[src/design/rsc_cfg.svh]
`ifndef RSC_CFG_SVH
`define RSC_CFG_SVH
// ========================================
// register offsets
`define RSC_ADDR_THRESH 4'h0
`define RSC_ADDR_WIDTH 4'h1
`define RSC_ADDR_CAUSE 4'h2
`define RSC_ADDR_GUARD 4'h3
`define RSC_ADDR_WATCHDOG_CONTROL_REGISTER 4'h4
`define RSC_ADDR_FLASH1 4'h5
`define RSC_ADDR_STATUS 4'h6
`define RSC_ADDR_IRQ_STAT 4'h7
`define RSC_ADDR_IRQ_MASK 4'h8
// ========================================
// reset values and codes
`define RSC_THRESH_RST 8'h55
`define RSC_GUARD_RST 8'h55
`define RSC_WATCHDOG_CONTROL_REGISTER_RST 8'h53
`define RSC_WIDTH_RST 2'h1
`define RSC_TH_CODE0 8'h55
`define RSC_TH_CODE1 8'h33
`define RSC_TH_CODE2 8'h99
`define RSC_TH_CODE3 8'haa
`define RSC_GUARD_OK0 8'h55
`define RSC_GUARD_OK1 8'haa
`define RSC_WDT_EN 5'h0a
`define RSC_WDT_DIS 5'h15
`define RSC_FLASH_RST_CODE 8'h55
// ========================================
// cause register bit positions
`define RSC_BIT_WRF 0
`define RSC_BIT_LRF 1
`define RSC_BIT_LOW_VOLTAGE_CAUSE_FLAG 2
`define RSC_BIT_GUARD_FAULT_FLAG 3
// qualify widths in low-speed osc periods (upper figure of each range)
`define RSC_QW0 8'h08
`define RSC_QW1 8'h20
`define RSC_QW2 8'h40
`define RSC_QW3 8'h80
`endif

[src/design/rsc_pkg.sv]
package rsc_pkg;
	// ========================================
	// register bus request
	typedef struct packed {
		logic [3:0] addr;
		logic [7:0] wdata;
		logic wr;
		logic rd;
	} rsc_bus_t;
	// reset cause kinds
	typedef enum logic [2:0] {
		RSC_NONE,
		RSC_POR_FULL,
		RSC_LVR,
		RSC_WDT_RUN,
		RSC_WDT_SLEEP,
		RSC_SOFT
	} rsc_kind_t;
endpackage

[src/design/rsc_reset_source_control.sv]
// Chosen here: the address-and-strobe port and the register addresses.
`timescale 1ns/100ps
`include "rsc_cfg.svh"
// Overview of operation
// four threshold codes select lvr level
// bad threshold code: delayed reset, restore
// qualified low voltage resets; threshold kept
// width field chooses 8/32/64/128 osc periods
// width register upper six bits read zero
// low voltage cause flag, software clears
// threshold fault flag, software clears
// cause register upper four bits zero
// 55h to flash control one resets
// running watchdog timeout resets, restores threshold, sets timeout
// sleeping watchdog timeout: pc, sp, flags
// status flags per reset kind
// power-on sets system defaults
// reset loads guard, threshold, wdt control
// bad guard code: delayed reset, flag
// bad wdt enable code: delayed reset
// low voltage detect off in sleep
// soft reset delay is parameter
module rsc_reset_source_control #(
	parameter int SOFT_DELAY = 16
) (
	input wire logic clk,
	input wire logic resetn,
	input wire logic clk_en,
	input wire rsc_pkg::rsc_bus_t bus,
	output logic [7:0] rdata,
	output logic irq,
	input wire logic low_speed_internal_osc_tick,
	input wire logic low_voltage,
	input wire logic wdt_timeout,
	input wire logic sleep_mode,
	output logic [1:0] lvr_level,
	output logic wdt_enable,
	output logic sys_reset,
	output logic pc_sp_clear
);
	// ========================================
	// elaboration checks
	if (SOFT_DELAY < 1 || SOFT_DELAY > 255) begin : g_chk
		$error("SOFT_DELAY out of range");
	end

	// ========================================
	// decode functions
	function automatic logic th_valid(input logic [7:0] c);
		th_valid = (c == `RSC_TH_CODE0) || (c == `RSC_TH_CODE1) ||
			(c == `RSC_TH_CODE2) || (c == `RSC_TH_CODE3);
	endfunction

	function automatic logic [1:0] th_level(input logic [7:0] c);
		if (c == `RSC_TH_CODE1) begin
			th_level = 2'h1;
		end else if (c == `RSC_TH_CODE2) begin
			th_level = 2'h2;
		end else if (c == `RSC_TH_CODE3) begin
			th_level = 2'h3;
		end else begin
			th_level = 2'h0;
		end
	endfunction

	logic [7:0] thresh_r;
	logic [1:0] width_r;
	logic [3:0] cause_r;
	logic [7:0] guard_r;
	logic [7:0] watchdog_control_register_r;
	logic timeout_r;
	logic powerdown_r;
	logic [3:0] irq_stat_r;
	logic [3:0] irq_mask_r;
	logic [7:0] qual_cnt_r;
	logic [7:0] soft_cnt_r;
	logic [7:0] rdata_r;
	logic sys_reset_r;
	logic pc_sp_clear_r;
	logic por_done_r;
	rsc_pkg::rsc_kind_t kind_r;

	// ========================================
	// fault and event detection
	wire th_bad = !th_valid(thresh_r);
	wire guard_bad = (guard_r != `RSC_GUARD_OK0) && (guard_r != `RSC_GUARD_OK1);
	wire [4:0] we_code = watchdog_control_register_r[7:3];
	wire wdt_bad = (we_code != `RSC_WDT_EN) && (we_code != `RSC_WDT_DIS);
	wire soft_bad = th_bad || guard_bad || wdt_bad;
	wire soft_fire = soft_bad && (soft_cnt_r == 8'(SOFT_DELAY - 1));
	wire lv_active = low_voltage && !sleep_mode;
	wire [7:0] qual_lim = (width_r == 2'h0) ? `RSC_QW0 :
		(width_r == 2'h1) ? `RSC_QW1 :
		(width_r == 2'h2) ? `RSC_QW2 : `RSC_QW3;
	// counts more than lim-1 ticks: fires between lim-1 and lim periods
	wire lvr_fire = lv_active && low_speed_internal_osc_tick && (qual_cnt_r == qual_lim - 8'h01);
	wire wdt_run = wdt_timeout && !sleep_mode;
	wire wdt_sleep = wdt_timeout && sleep_mode;
	wire flash_fire = bus.wr && (bus.addr == `RSC_ADDR_FLASH1) &&
		(bus.wdata == `RSC_FLASH_RST_CODE);
	wire full_rst = soft_fire || lvr_fire || wdt_run || flash_fire;

	// ========================================
	// register write decode
	wire wr_th = bus.wr && (bus.addr == `RSC_ADDR_THRESH);
	wire wr_wd = bus.wr && (bus.addr == `RSC_ADDR_WIDTH);
	wire wr_ca = bus.wr && (bus.addr == `RSC_ADDR_CAUSE);
	wire wr_gu = bus.wr && (bus.addr == `RSC_ADDR_GUARD);
	wire wr_wt = bus.wr && (bus.addr == `RSC_ADDR_WATCHDOG_CONTROL_REGISTER);
	wire wr_mk = bus.wr && (bus.addr == `RSC_ADDR_IRQ_MASK);
	wire rd_is = bus.rd && (bus.addr == `RSC_ADDR_IRQ_STAT);

	// cause bits: set wins over software clear
	wire [3:0] cause_set;
	assign cause_set[`RSC_BIT_WRF] = soft_fire && wdt_bad;
	assign cause_set[`RSC_BIT_LRF] = soft_fire && th_bad;
	assign cause_set[`RSC_BIT_LOW_VOLTAGE_CAUSE_FLAG] = lvr_fire;
	assign cause_set[`RSC_BIT_GUARD_FAULT_FLAG] = soft_fire && guard_bad;
	// write of zero clears, write of one keeps
	wire [3:0] cause_keep = wr_ca ? (cause_r & bus.wdata[3:0]) : cause_r;
	wire [3:0] cause_nxt = cause_keep | cause_set;

	// ========================================
	// read mux, registered for next-cycle data
	wire [7:0] rd_mux;
	assign rd_mux =
		(bus.addr == `RSC_ADDR_THRESH) ? thresh_r :
		(bus.addr == `RSC_ADDR_WIDTH) ? {6'h00, width_r} :
		(bus.addr == `RSC_ADDR_CAUSE) ? {4'h0, cause_r} :
		(bus.addr == `RSC_ADDR_GUARD) ? guard_r :
		(bus.addr == `RSC_ADDR_WATCHDOG_CONTROL_REGISTER) ? watchdog_control_register_r :
		(bus.addr == `RSC_ADDR_STATUS) ? {6'h00, timeout_r, powerdown_r} :
		(bus.addr == `RSC_ADDR_IRQ_STAT) ? {4'h0, irq_stat_r} :
		(bus.addr == `RSC_ADDR_IRQ_MASK) ? {4'h0, irq_mask_r} : 8'h00;

	// ========================================
	// power-on and cause tracking
	always_ff @(posedge clk) begin
		if (!resetn) begin
			por_done_r <= 1'b0;
			kind_r <= rsc_pkg::RSC_POR_FULL;
		end else if (clk_en) begin
			por_done_r <= 1'b1;
			if (full_rst) begin
				kind_r <= lvr_fire ? rsc_pkg::RSC_LVR :
					wdt_run ? rsc_pkg::RSC_WDT_RUN : rsc_pkg::RSC_SOFT;
			end else if (wdt_sleep) begin
				kind_r <= rsc_pkg::RSC_WDT_SLEEP;
			end else begin
				kind_r <= rsc_pkg::RSC_NONE;
			end
		end
	end

	// ========================================
	// guard-type registers; full resets reload defaults, except that lvr keeps the threshold
	always_ff @(posedge clk) begin
		if (!resetn) begin
			thresh_r <= `RSC_THRESH_RST;
			guard_r <= `RSC_GUARD_RST;
			watchdog_control_register_r <= `RSC_WATCHDOG_CONTROL_REGISTER_RST;
			width_r <= `RSC_WIDTH_RST;
		end else if (clk_en) begin
			if (full_rst) begin
				// lvr keeps threshold; bad-code reset restores it
				thresh_r <= lvr_fire ? thresh_r : `RSC_THRESH_RST;
				guard_r <= `RSC_GUARD_RST;
				watchdog_control_register_r <= `RSC_WATCHDOG_CONTROL_REGISTER_RST;
				width_r <= `RSC_WIDTH_RST;
			end else begin
				if (wr_th) thresh_r <= bus.wdata;
				if (wr_gu) guard_r <= bus.wdata;
				if (wr_wt) watchdog_control_register_r <= bus.wdata;
				if (wr_wd) width_r <= bus.wdata[1:0];
			end
		end
	end

	// ========================================
	// cause flags: unknown at power-on for lvr bit, chosen zero
	always_ff @(posedge clk) begin
		if (!resetn) begin
			cause_r <= 4'h0;
		end else if (clk_en) begin
			cause_r <= cause_nxt;
		end
	end

	// ========================================
	// timeout and power-down status
	always_ff @(posedge clk) begin
		if (!resetn) begin
			timeout_r <= 1'b0;
			powerdown_r <= 1'b0;
		end else if (clk_en) begin
			if (wdt_sleep) begin
				timeout_r <= 1'b1;
				powerdown_r <= 1'b1;
			end else if (wdt_run) begin
				timeout_r <= 1'b1;
			end
		end
	end

	// ========================================
	// qualify and soft-delay counters
	always_ff @(posedge clk) begin
		if (!resetn) begin
			qual_cnt_r <= 8'h00;
			soft_cnt_r <= 8'h00;
		end else if (clk_en) begin
			// glitches shorter than lim-1 periods never reach the limit
			if (!lv_active || lvr_fire) begin
				qual_cnt_r <= 8'h00;
			end else if (low_speed_internal_osc_tick) begin
				qual_cnt_r <= qual_cnt_r + 8'h01;
			end
			if (!soft_bad || soft_fire) begin
				soft_cnt_r <= 8'h00;
			end else begin
				soft_cnt_r <= soft_cnt_r + 8'h01;
			end
		end
	end

	// ========================================
	// interrupt status, cleared by read, set wins
	always_ff @(posedge clk) begin
		if (!resetn) begin
			irq_stat_r <= 4'h0;
			irq_mask_r <= 4'h0;
			irq <= 1'b0;
		end else if (clk_en) begin
			irq_stat_r <= (rd_is ? 4'h0 : irq_stat_r) | cause_set;
			if (wr_mk) irq_mask_r <= bus.wdata[3:0];
			irq <= |(irq_stat_r & irq_mask_r);
		end
	end

	// ========================================
	// outputs, all registered
	always_ff @(posedge clk) begin
		if (!resetn) begin
			rdata_r <= 8'h00;
			sys_reset_r <= 1'b1;
			pc_sp_clear_r <= 1'b1;
			lvr_level <= 2'h0;
			wdt_enable <= 1'b1;
		end else if (clk_en) begin
			rdata_r <= bus.rd ? rd_mux : 8'h00;
			// first cycle out of reset still shows the power-on reset
			sys_reset_r <= full_rst || !por_done_r;
			pc_sp_clear_r <= full_rst || wdt_sleep || !por_done_r;
			lvr_level <= th_level(thresh_r);
			wdt_enable <= (we_code == `RSC_WDT_EN);
		end
	end

	assign rdata = rdata_r;
	assign sys_reset = sys_reset_r;
	assign pc_sp_clear = pc_sp_clear_r;
endmodule // rsc_reset_source_control

[config.mk]
export PLATFORM = sky130hd
export DESIGN_NAME = rsc_reset_source_control
export DESIGN_NICKNAME = d
export VERILOG_FILES = /design/src/design/rsc_pkg.sv /design/src/design/rsc_reset_source_control.sv
export VERILOG_INCLUDE_DIRS = /design/src /design/src/design
export SDC_FILE = /design/constraint.sdc
export NUM_CORES = 1
export LEC_CHECK = 0
export ABC_AREA = 1
export CAP_MARGIN = 25
export CORE_MARGIN = 4
export CORE_UTILIZATION = 50
export DETAILED_ROUTE_END_ITERATION = 10
export DONT_BUFFER_PORTS = 1
export GPL_TIMING_DRIVEN = 0
export PLACE_DENSITY_LB_ADDON = 0.08
export SYNTH_ARGS = -nofsm -noshare
export SYNTH_HDL_FRONTEND = slang
export SYNTH_SLANG_ARGS = --single-unit
export TNS_END_PERCENT = 5
[constraint.sdc]
create_clock -name clk -period 1.4 [get_ports clk]
set_input_delay 0.14 -clock clk [delete_from_list [all_inputs] [get_ports clk]]
set_output_delay 0.14 -clock clk [all_outputs]
set_load 0.02 [all_outputs]
==> impl_summary.log, run 1 <==
INFO  metric status = finished, violations left
INFO  metric failed_checks = setup timing
INFO  metric power_internal = 2.93 mW
INFO  metric post_synth_main_area_contributors = sky130_fd_sc_hd__dfxtp_1, sky130_fd_sc_hd__nand2_1, sky130_fd_sc_hd__nor2_1, sky130_fd_sc_hd__nand3_1, sky130_fd_sc_hd__inv_1
INFO  metric fin_hold_ws = 0.0133 ns
INFO  metric mostFrequentLayoutCells = sky130_fd_sc_hd__nand2_1, sky130_fd_sc_hd__nor2_1, sky130_fd_sc_hd__inv_1
INFO  metric power.share.sequential = 51.4%
INFO  metric final_non_filler_cell_total = ~690
INFO  metric antenna_found_initial = 0
INFO  metric setup_viol_count_final = 45
INFO  metric postSynth.topFlopCell = sky130_fd_sc_hd__dfxtp_1
INFO  metric cp_data_required_time = 1.66 ns
INFO  metric regToRegEndpoint = guard_r[1]
INFO  metric gp_routability_congestion = 0.916
INFO  metric antenna_cells = 0
INFO  metric finClkSkew = 0.00911 ns
INFO  metric fp-row-count = 31
INFO  metric wire_per_inst = 15.6 um
INFO  metric finalCriticalPeriod = approximately 1.7 ns
INFO  metric powerDensity = between 900 and 1000 nW/um^2
INFO  metric vias = 3658
INFO  metric cts_tree = done
INFO  metric fin_crit_sh = 121%
INFO  metric nets = 606
INFO  metric final_layout_size_suffix_gt1_share = a little over a fifth
INFO  metric portBuffers = 0
INFO  metric power.leakage = about 2.0 nW
INFO  metric tightest_slew = 0.690 ns
INFO  metric grt_max_degree = 14
INFO  metric share_clk_of_total_power = 35.0%
INFO  metric synth_cells = 555
INFO  metric mostFrequentLayoutCell = sky130_fd_sc_hd__nand2_1
INFO  metric finalMaxSlewViolations = 0
INFO  metric fin_util = 60.5%
INFO  metric die_w = roughly 94 um
INFO  metric number_of_cts_inserted_buffers = 9
INFO  metric maximum_clock_frequency = around 600 MHz
INFO  metric drt_wl_total = 10700 um
INFO  metric max_cap_violations = 0
INFO  metric grtUsageTotal = 25.0%
INFO  metric drt_iter0_markers = ~220
INFO  metric synth_top_area_share = roughly two fifths
INFO  metric r2r.worst_path.cells = 12
INFO  metric post-synth-top-area-cell = sky130_fd_sc_hd__dfxtp_1
INFO  metric ant_nets = 0
INFO  metric worstSetupPathType = reg -> reg
INFO  metric drt_pre_antenna_iters = 5
INFO  metric rsz0062_at_grt = yes
INFO  metric viasPerCell = 5.32
INFO  metric clk_pin_slew_worst_paths = 0.09 ns
INFO  metric fin_tns_setup = -7.49 ns
INFO  metric worst_setup_path_end_kind = register
INFO  metric worst_slack = -0.298 ns
INFO  metric floorplan.io_pins = 35
INFO  metric globalRouteOverflowTotal = 0
INFO  metric synth.distinct_cells = 38
INFO  metric synth_seq_cells = 71
INFO  metric floorplan.core_area = 7250 um^2
INFO  metric mappedNetlistArea = 3720 um^2
INFO  metric number_of_global_route_vias_before_repair = ~3500
INFO  metric timing.hold.worst_path_depth = 2
INFO  metric critical_path.reg2reg.startpoint = thresh_r[5]
INFO  metric first_pass_grt_wire_length = 17000 um
INFO  metric design.die.area = 8880 um^2
INFO  metric timing.hold.worst.start = wdt_timeout
INFO  metric yosysWarnings = 0
INFO  metric floorplan.initialDensity = 51.2%
INFO  metric swShare = 30.6%
INFO  metric async_reset_ff_share = 0%
INFO  metric min_path_type = in -> reg
INFO  metric post_synth_edffs = 0
INFO  metric synth.yosys.seq_area_share = 38.2%
INFO  metric comb_power_share = a little over an eighth
INFO  metric switching_pwr = approximately 1.3 mW
INFO  metric reg2reg_slack = -0.30 ns
INFO  metric min_to = powerdown_r
INFO  metric critical_path_peak_fanout = 7
INFO  metric timing.critical_path.arrival = 1.95 ns
INFO  metric dp.cells = 654
INFO  metric drcViolationCount = 0
INFO  metric worstSetupStartpointType = register
INFO  metric hpwl = 7880 um
INFO  metric number_of_levels_the_h_tree_was_split_into = 3
INFO  metric mappedNetlistNets = just under 600
INFO  metric clkLatencyLatePin = about 0.36 ns
INFO  metric die-height = roughly 94 um
INFO  metric finalHoldViolCount = 0
INFO  metric synth_area_per_cell = 6.70 um^2
INFO  metric cts.sink_count = 71
INFO  metric cts-root-buf = sky130_fd_sc_hd__clkbuf_8
INFO  metric buffer_levels_on_the_longest_clock_path = 2
INFO  metric remaining_max_slew_budget_at_the_tightest_pin = 54.0%
INFO  metric synthToLayoutAreaGrowth = 18.1%
INFO  metric ir_drop_worst_case_vdd = roughly 0.00054 V
## flip-flops by register name, indices dropped and copies added, names as in the netlist
register / flops
sys_reset: 1
watchdog_control_register_r: 8
timeout_r: 1
powerdown_r: 1
lvr_level: 2
irq_mask_r: 4
qual_cnt_r: 8
rdata: 8
cause_r: 4
soft_cnt_r: 8
guard_r: 8
width_r: 2
pc_sp_clear: 1
wdt_enable: 1
thresh_r: 8
irq_stat_r: 4
por_done_r: 1
irq: 1
## worst max-delay path, cell delays in order, from the launching register on
cell and delay [ns]:
sky130_fd_sc_hd__dfxtp_1 0.39, sky130_fd_sc_hd__nor2_1 0.09, sky130_fd_sc_hd__nand2_1 0.11, sky130_fd_sc_hd__nor2_1 0.06, sky130_fd_sc_hd__nor2_1 0.15, sky130_fd_sc_hd__nand2_2 0.08, sky130_fd_sc_hd__nand2_4 0.11, sky130_fd_sc_hd__nand2_8 0.09
sky130_fd_sc_hd__clkbuf_16 0.17, sky130_fd_sc_hd__nand3_2 0.08, sky130_fd_sc_hd__inv_1 0.09, sky130_fd_sc_hd__nor2_1 0.12, sky130_fd_sc_hd__nor2_1 0.06
## final cells by class
cell class | instances | area, um^2
Inverter | 67 | 251
Timing Repair Buffer | 17 | 155
Buffer | 14 | 101
Tap cell | 99 | 124
Clock buffer | 9 | 124
Fill cell | 720 | 2860
Sequential cell | 71 | 1460
Multi-Input combinational cell | 403 | 2130
Clock inverter | 7 | 47.5
## worst max path at each step
stage / endpoint / start / slack (ns)
3_3_place_gp: guard_r[1] / qual_cnt_r[0] / -0.32
6_report: guard_r[1] / thresh_r[5] / -0.30
3_5_place_dp: watchdog_control_register_r[0] / guard_r[0] / -0.36
5_1_grt: guard_r[5] / thresh_r[5] / -0.39
4_1_cts: thresh_r[6] / thresh_r[6] / -0.28
2_1_floorplan: guard_r[5] / qual_cnt_r[1] / -0.13
## Yosys cell counts (4+ instances only)
cell	n
sky130_fd_sc_hd__xor2_1	6
sky130_fd_sc_hd__nand2_2	6
sky130_fd_sc_hd__o21ai_0	19
sky130_fd_sc_hd__nand3b_1	4
sky130_fd_sc_hd__nand3_2	6
sky130_fd_sc_hd__clkbuf_1	5
sky130_fd_sc_hd__nand2_1	151
sky130_fd_sc_hd__nor2_2	4
sky130_fd_sc_hd__nand4_1	5
sky130_fd_sc_hd__o22ai_1	4
sky130_fd_sc_hd__o21ai_1	4
sky130_fd_sc_hd__nor3_1	9
sky130_fd_sc_hd__inv_2	6
sky130_fd_sc_hd__o221ai_1	5
sky130_fd_sc_hd__dfxtp_1	71
sky130_fd_sc_hd__a21oi_1	32
sky130_fd_sc_hd__nor2_1	75
sky130_fd_sc_hd__nand3_1	49
sky130_fd_sc_hd__inv_1	60
## through the flow
| stage | power [mW] | instance area [um^2] | setup WS (ns) |
|---|---|---|---|
| 4_1_cts | 4.18 | 4190 | -0.281 |
| 3_3_place_gp | 2.68 | 3860 | -0.318 |
| 5_1_grt | 4.42 | 4390 | -0.392 |
| 6_report | 4.23 | 4390 | -0.298 |
| 3_5_place_dp | 2.69 | 3860 | -0.358 |
| 2_1_floorplan | 2.57 | 3740 | -0.130 |
## logic make-up after synthesis
family	synth area share, %
AO/OA/AOI/OAI	10.4
XOR/XNOR	1.89
adder cells (fa/ha/maj)	0.673
buffers and inverters	9.39
flip-flops	38.2
AND/OR/NAND/NOR	39.4
## per-layer routing
metal / vias up / track usage [%] / share of wire (%)
met4: 0 / 8.54 / 2.5
met3: 22 / 5.69 / 7.0
li1: 1838 / - / -
met5: - / 0 / 0
met1: 1673 / 33.6 / 46
met2: 125 / 39.5 / 45
## power groups by stage
stage / logic, mW / clock network, mW / registers [mW]
floorplan: 0.370 / 0 / 2.20
global placement: 0.470 / 0 / 2.21
detailed placement: 0.477 / 0 / 2.22
CTS: 0.515 / 1.50 / 2.17
global route: 0.643 / 1.59 / 2.18
finish: 0.574 / 1.48 / 2.17
## timing repair
item / in CTS / in global routing
endpoints found under the setup margin: 43 / 51
hold endpoints to repair: 5 / 0
setup buffers: 6 / 4
resized for setup: 23 / 47
cloned: 1 / 2
pin swaps: 5 / 18
hold buffers: 4 / 0
(Power assumes the default switching activity.)
==> run 2, diff against run 1 <==
--- a/config.mk
+++ b/config.mk
@@ -13,6 +13,7 @@
 export DETAILED_ROUTE_END_ITERATION = 10
 export DONT_BUFFER_PORTS = 1
 export GPL_TIMING_DRIVEN = 0
+export MAX_ROUTING_LAYER = met4
 export PLACE_DENSITY_LB_ADDON = 0.08
 export SYNTH_ARGS = -nofsm -noshare
 export SYNTH_HDL_FRONTEND = slang
==> run 2 against run 1 <==
Effect of this change:
- the flow still finishes with violations (setup timing)
- worst setup slack got worse by 0.033 ns
- final cell count increased by 2.5%
- via count increased by 2.7%
- combinational power increased by 8.9%
- critical path depth increased by 2
- power increased by 16%
- non-clock buffer count increased by 17
- fmax decreased by 1.9%
- sequential power about the same
- clock power increased by 41%
==> impl_summary.log, run 2 (synthesis results as in run 1) <==
INFO  metric clkLatencyLatePin = 0.35 ns (about the same)
INFO  metric finClkSkew = 0.00550 ns (-0.00361 ns)
INFO  metric timing.critical_path.arrival = 1.97 ns (+0.02 ns)
INFO  metric cts-root-buf = sky130_fd_sc_hd__clkbuf_8
INFO  metric drt_wl_total = 11100 um (+3.8%)
INFO  metric rsz0062_at_grt = yes
INFO  metric max_cap_violations = 0 (unchanged)
INFO  metric finalMaxSlewViolations = 0 (unchanged)
INFO  metric grtUsageTotal = 27.0% (+2.0 points)
INFO  metric drcViolationCount = 0 (unchanged)
INFO  metric cts.sink_count = 71 (unchanged)
INFO  metric viasPerCell = 5.34 (+0.20%)
INFO  metric die-height = 94.2 um (unchanged)
INFO  metric failed_checks = setup timing
INFO  metric worst_setup_path_end_kind = register
INFO  metric floorplan.io_pins = 35 (unchanged)
INFO  metric dpl_worst_slack = -0.365 ns (-0.00681 ns)
INFO  metric layout.area.seq = 1460 um^2 (+0.34%)
INFO  metric powerDensity = 1050 nW/um^2 (+9.1%)
INFO  metric portBuffers = 0 (unchanged)
INFO  metric fillerInstances = 671 (-6.8%)
INFO  metric ir_drop_worst_case_vdd = 0.000685 V (+26%)
INFO  metric tightest_slew = 0.674 ns (-0.0161 ns)
INFO  metric r2r.worst_path.cells = 14 (+2)
INFO  metric finalCriticalPeriod = 1.73 ns (+0.0333 ns)
INFO  metric critical_path_peak_fanout = 5 (-2)
INFO  metric vias = 3756 (+2.7%)
INFO  metric first_pass_grt_wire_length = 18000 um (+5.4%)
INFO  metric nets = 623 (+2.8%)
INFO  metric finalHoldViolCount = 0 (unchanged)
INFO  metric fin_crit_sh = 124% (+2.4 points)
INFO  metric status = finished, violations left
INFO  metric dp.cells = 654 (unchanged)
INFO  metric critical_path.reg2reg.startpoint = guard_r[0]
INFO  metric remaining_max_slew_budget_at_the_tightest_pin = 55.1% (+1.1 points)
INFO  metric cp_data_required_time = 1.63 ns (-0.03 ns)
INFO  metric reg2reg_slack = -0.33 ns (-0.03 ns)
INFO  metric number_of_cts_inserted_buffers = 9 (unchanged)
INFO  metric worstSetupStartpointType = register
INFO  metric min_path_type = in -> reg
INFO  metric synthToLayoutAreaGrowth = 25.2%
INFO  metric floorplan.initialDensity = 51.2% (unchanged)
INFO  metric worstSetupPathType = reg -> reg
INFO  metric cts_tree = done
INFO  metric worst_slack = -0.331 ns (-0.0333 ns)
INFO  metric area_of_the_multi_input_gates = 2140 um^2 (+0.41%)
INFO  metric buffer_levels_on_the_longest_clock_path = 2 (unchanged)
INFO  metric number_of_levels_the_h_tree_was_split_into = 3 (unchanged)
INFO  metric design.die.area = 8880 um^2 (unchanged)
INFO  metric fin_util = 64.2% (+3.6 points)
INFO  metric die_w = 94.2 um (unchanged)
INFO  metric regToRegEndpoint = thresh_r[6]
INFO  metric drt_iter0_markers = 283 (+30%)
INFO  metric power.leakage = 2.10 nW (+6.1%)
INFO  metric final_design_instance_area_without_fill = 4650 um^2 (+6.0%)
INFO  metric antenna_cells = 0 (unchanged)
INFO  metric hpwl = 7900 um (+0.26%)
INFO  metric drt_pre_antenna_iters = 5 (unchanged)
INFO  metric grt_max_degree = 13 (-1)
INFO  metric number_of_global_route_vias_before_repair = 3786 (+8.5%)
INFO  metric min_to = irq_mask_r[2]
INFO  metric globalRouteOverflowTotal = 0 (unchanged)
INFO  metric maximum_clock_frequency = 578 MHz (-1.9%)
INFO  metric wire_per_inst = 15.8 um (+1.2%)
INFO  metric final_layout_size_suffix_gt1_share = 27.1% (+6.0 points)
INFO  metric floorplan.core_area = 7250 um^2 (unchanged)
INFO  metric timing.hold.worst.start = bus[4]
INFO  metric clk_pin_slew_worst_paths = 0.08 ns (about the same)
INFO  metric final_non_filler_cell_total = 704 (+2.5%)
INFO  metric timing.hold.worst_path_depth = 2 (unchanged)
INFO  metric antenna_found_initial = 0 (unchanged)
INFO  metric postPlaceCellArea = 3860 um^2 (unchanged)
INFO  metric mostFrequentLayoutCells = sky130_fd_sc_hd__nand2_1, sky130_fd_sc_hd__nor2_1, sky130_fd_sc_hd__dfxtp_1
INFO  metric fp-row-count = 31 (unchanged)
INFO  metric mostFrequentLayoutCell = sky130_fd_sc_hd__nand2_1
INFO  metric ant_nets = 0 (unchanged)
INFO  metric setup_viol_count_final = 47 (+4.4%)
INFO  metric gp_routability_congestion = 0.936 (+2.1%)
[run 2: cell count changes in the layout (fill, tap and decap cells not counted), sizes merged]
| cell | previous run | this run |
|---|---|---|
| buf | 21 | 39 |
| bufinv | 0 | 3 |
| clkbuf | 15 | 16 |
| clkinv | 5 | 3 |
| clkinvlp | 2 | 0 |
| inv | 67 | 66 |
[run 2: layout make-up]
cell class / instances / area share (%)
Buffer: 14 / 2.18
Tap cell: 99 / 2.66
Sequential cell: 71 / 31.4
Clock buffer: 11 / 3.25
Timing Repair Buffer: 34 / 6.91
Clock inverter: 5 / 2.23
Inverter: 67 / 5.40
Multi-Input combinational cell: 403 / 46.0
[run 2: per-stage QoR]
step	setup TNS, ns	power (mW)	hold slack [ns]
floorplan	-3.14	2.57	0.285
global placement	-11.65	2.69	0.321
detailed placement	-12.75	2.70	0.316
CTS	-7.88	4.87	0.00187
global route	-14.12	5.09	0.00874
finish	-8.46	4.89	0.0132
[run 2: power by group]
group / leakage [nW] / total, mW / internal (mW) / switching, mW
sequential: 0.581 / 2.18 / 2.09 / 0.0832
clock: 0.130 / 2.09 / 1.28 / 0.809
combinational: 1.39 / 0.625 / 0.241 / 0.384
total: 2.10 / 4.89 / 3.62 / 1.28
[run 2: worst max path at each step]
stage / slack [ns] / start / endpoint
2_1_floorplan: -0.13 / qual_cnt_r[1] / guard_r[5]
3_3_place_gp: -0.32 / qual_cnt_r[0] / guard_r[1]
3_5_place_dp: -0.36 / guard_r[0] / sys_reset
4_1_cts: -0.29 / guard_r[1] / sys_reset
5_1_grt: -0.45 / thresh_r[3] / thresh_r[6]
6_report: -0.33 / guard_r[0] / thresh_r[6]
[run 2: timing repair]
item                       4_1_cts  5_1_grt
setup endpoints to repair       43       51
buffers inserted                23        6
hold endpoints to repair         4        0
resized for setup               51       40
hold buffers                     4        0
pin swaps                       33       19
cloned                           1        0
[run 2: worst max-delay path: stages (launching register included)]
cell and delay [ns]:
sky130_fd_sc_hd__dfxtp_2 0.34, sky130_fd_sc_hd__inv_2 0.05, sky130_fd_sc_hd__nand2_2 0.06, sky130_fd_sc_hd__nor2_4 0.12, sky130_fd_sc_hd__nand2_1 0.07, sky130_fd_sc_hd__nand2_2 0.09, sky130_fd_sc_hd__nand2_1 0.05, sky130_fd_sc_hd__inv_1 0.06
sky130_fd_sc_hd__nand2_2 0.07, sky130_fd_sc_hd__nand2_4 0.13, sky130_fd_sc_hd__buf_12 0.13, sky130_fd_sc_hd__buf_8 0.12, sky130_fd_sc_hd__nand3b_1 0.13, sky130_fd_sc_hd__nand3_1 0.13, sky130_fd_sc_hd__nand3_1 0.07
[run 2: routing by layer]
layer  GRT usage (%)  part of all wire, %  vias to the layer above  routed length (um)
li1                -                    -                     1881                   -
met1            33.7                   44                     1735                4910
met2            42.8                   48                      118                5320
met3            6.01                  5.8                       22                 651
met4            10.1                  2.3                        0                 255
met5               -                    0                        -                   0
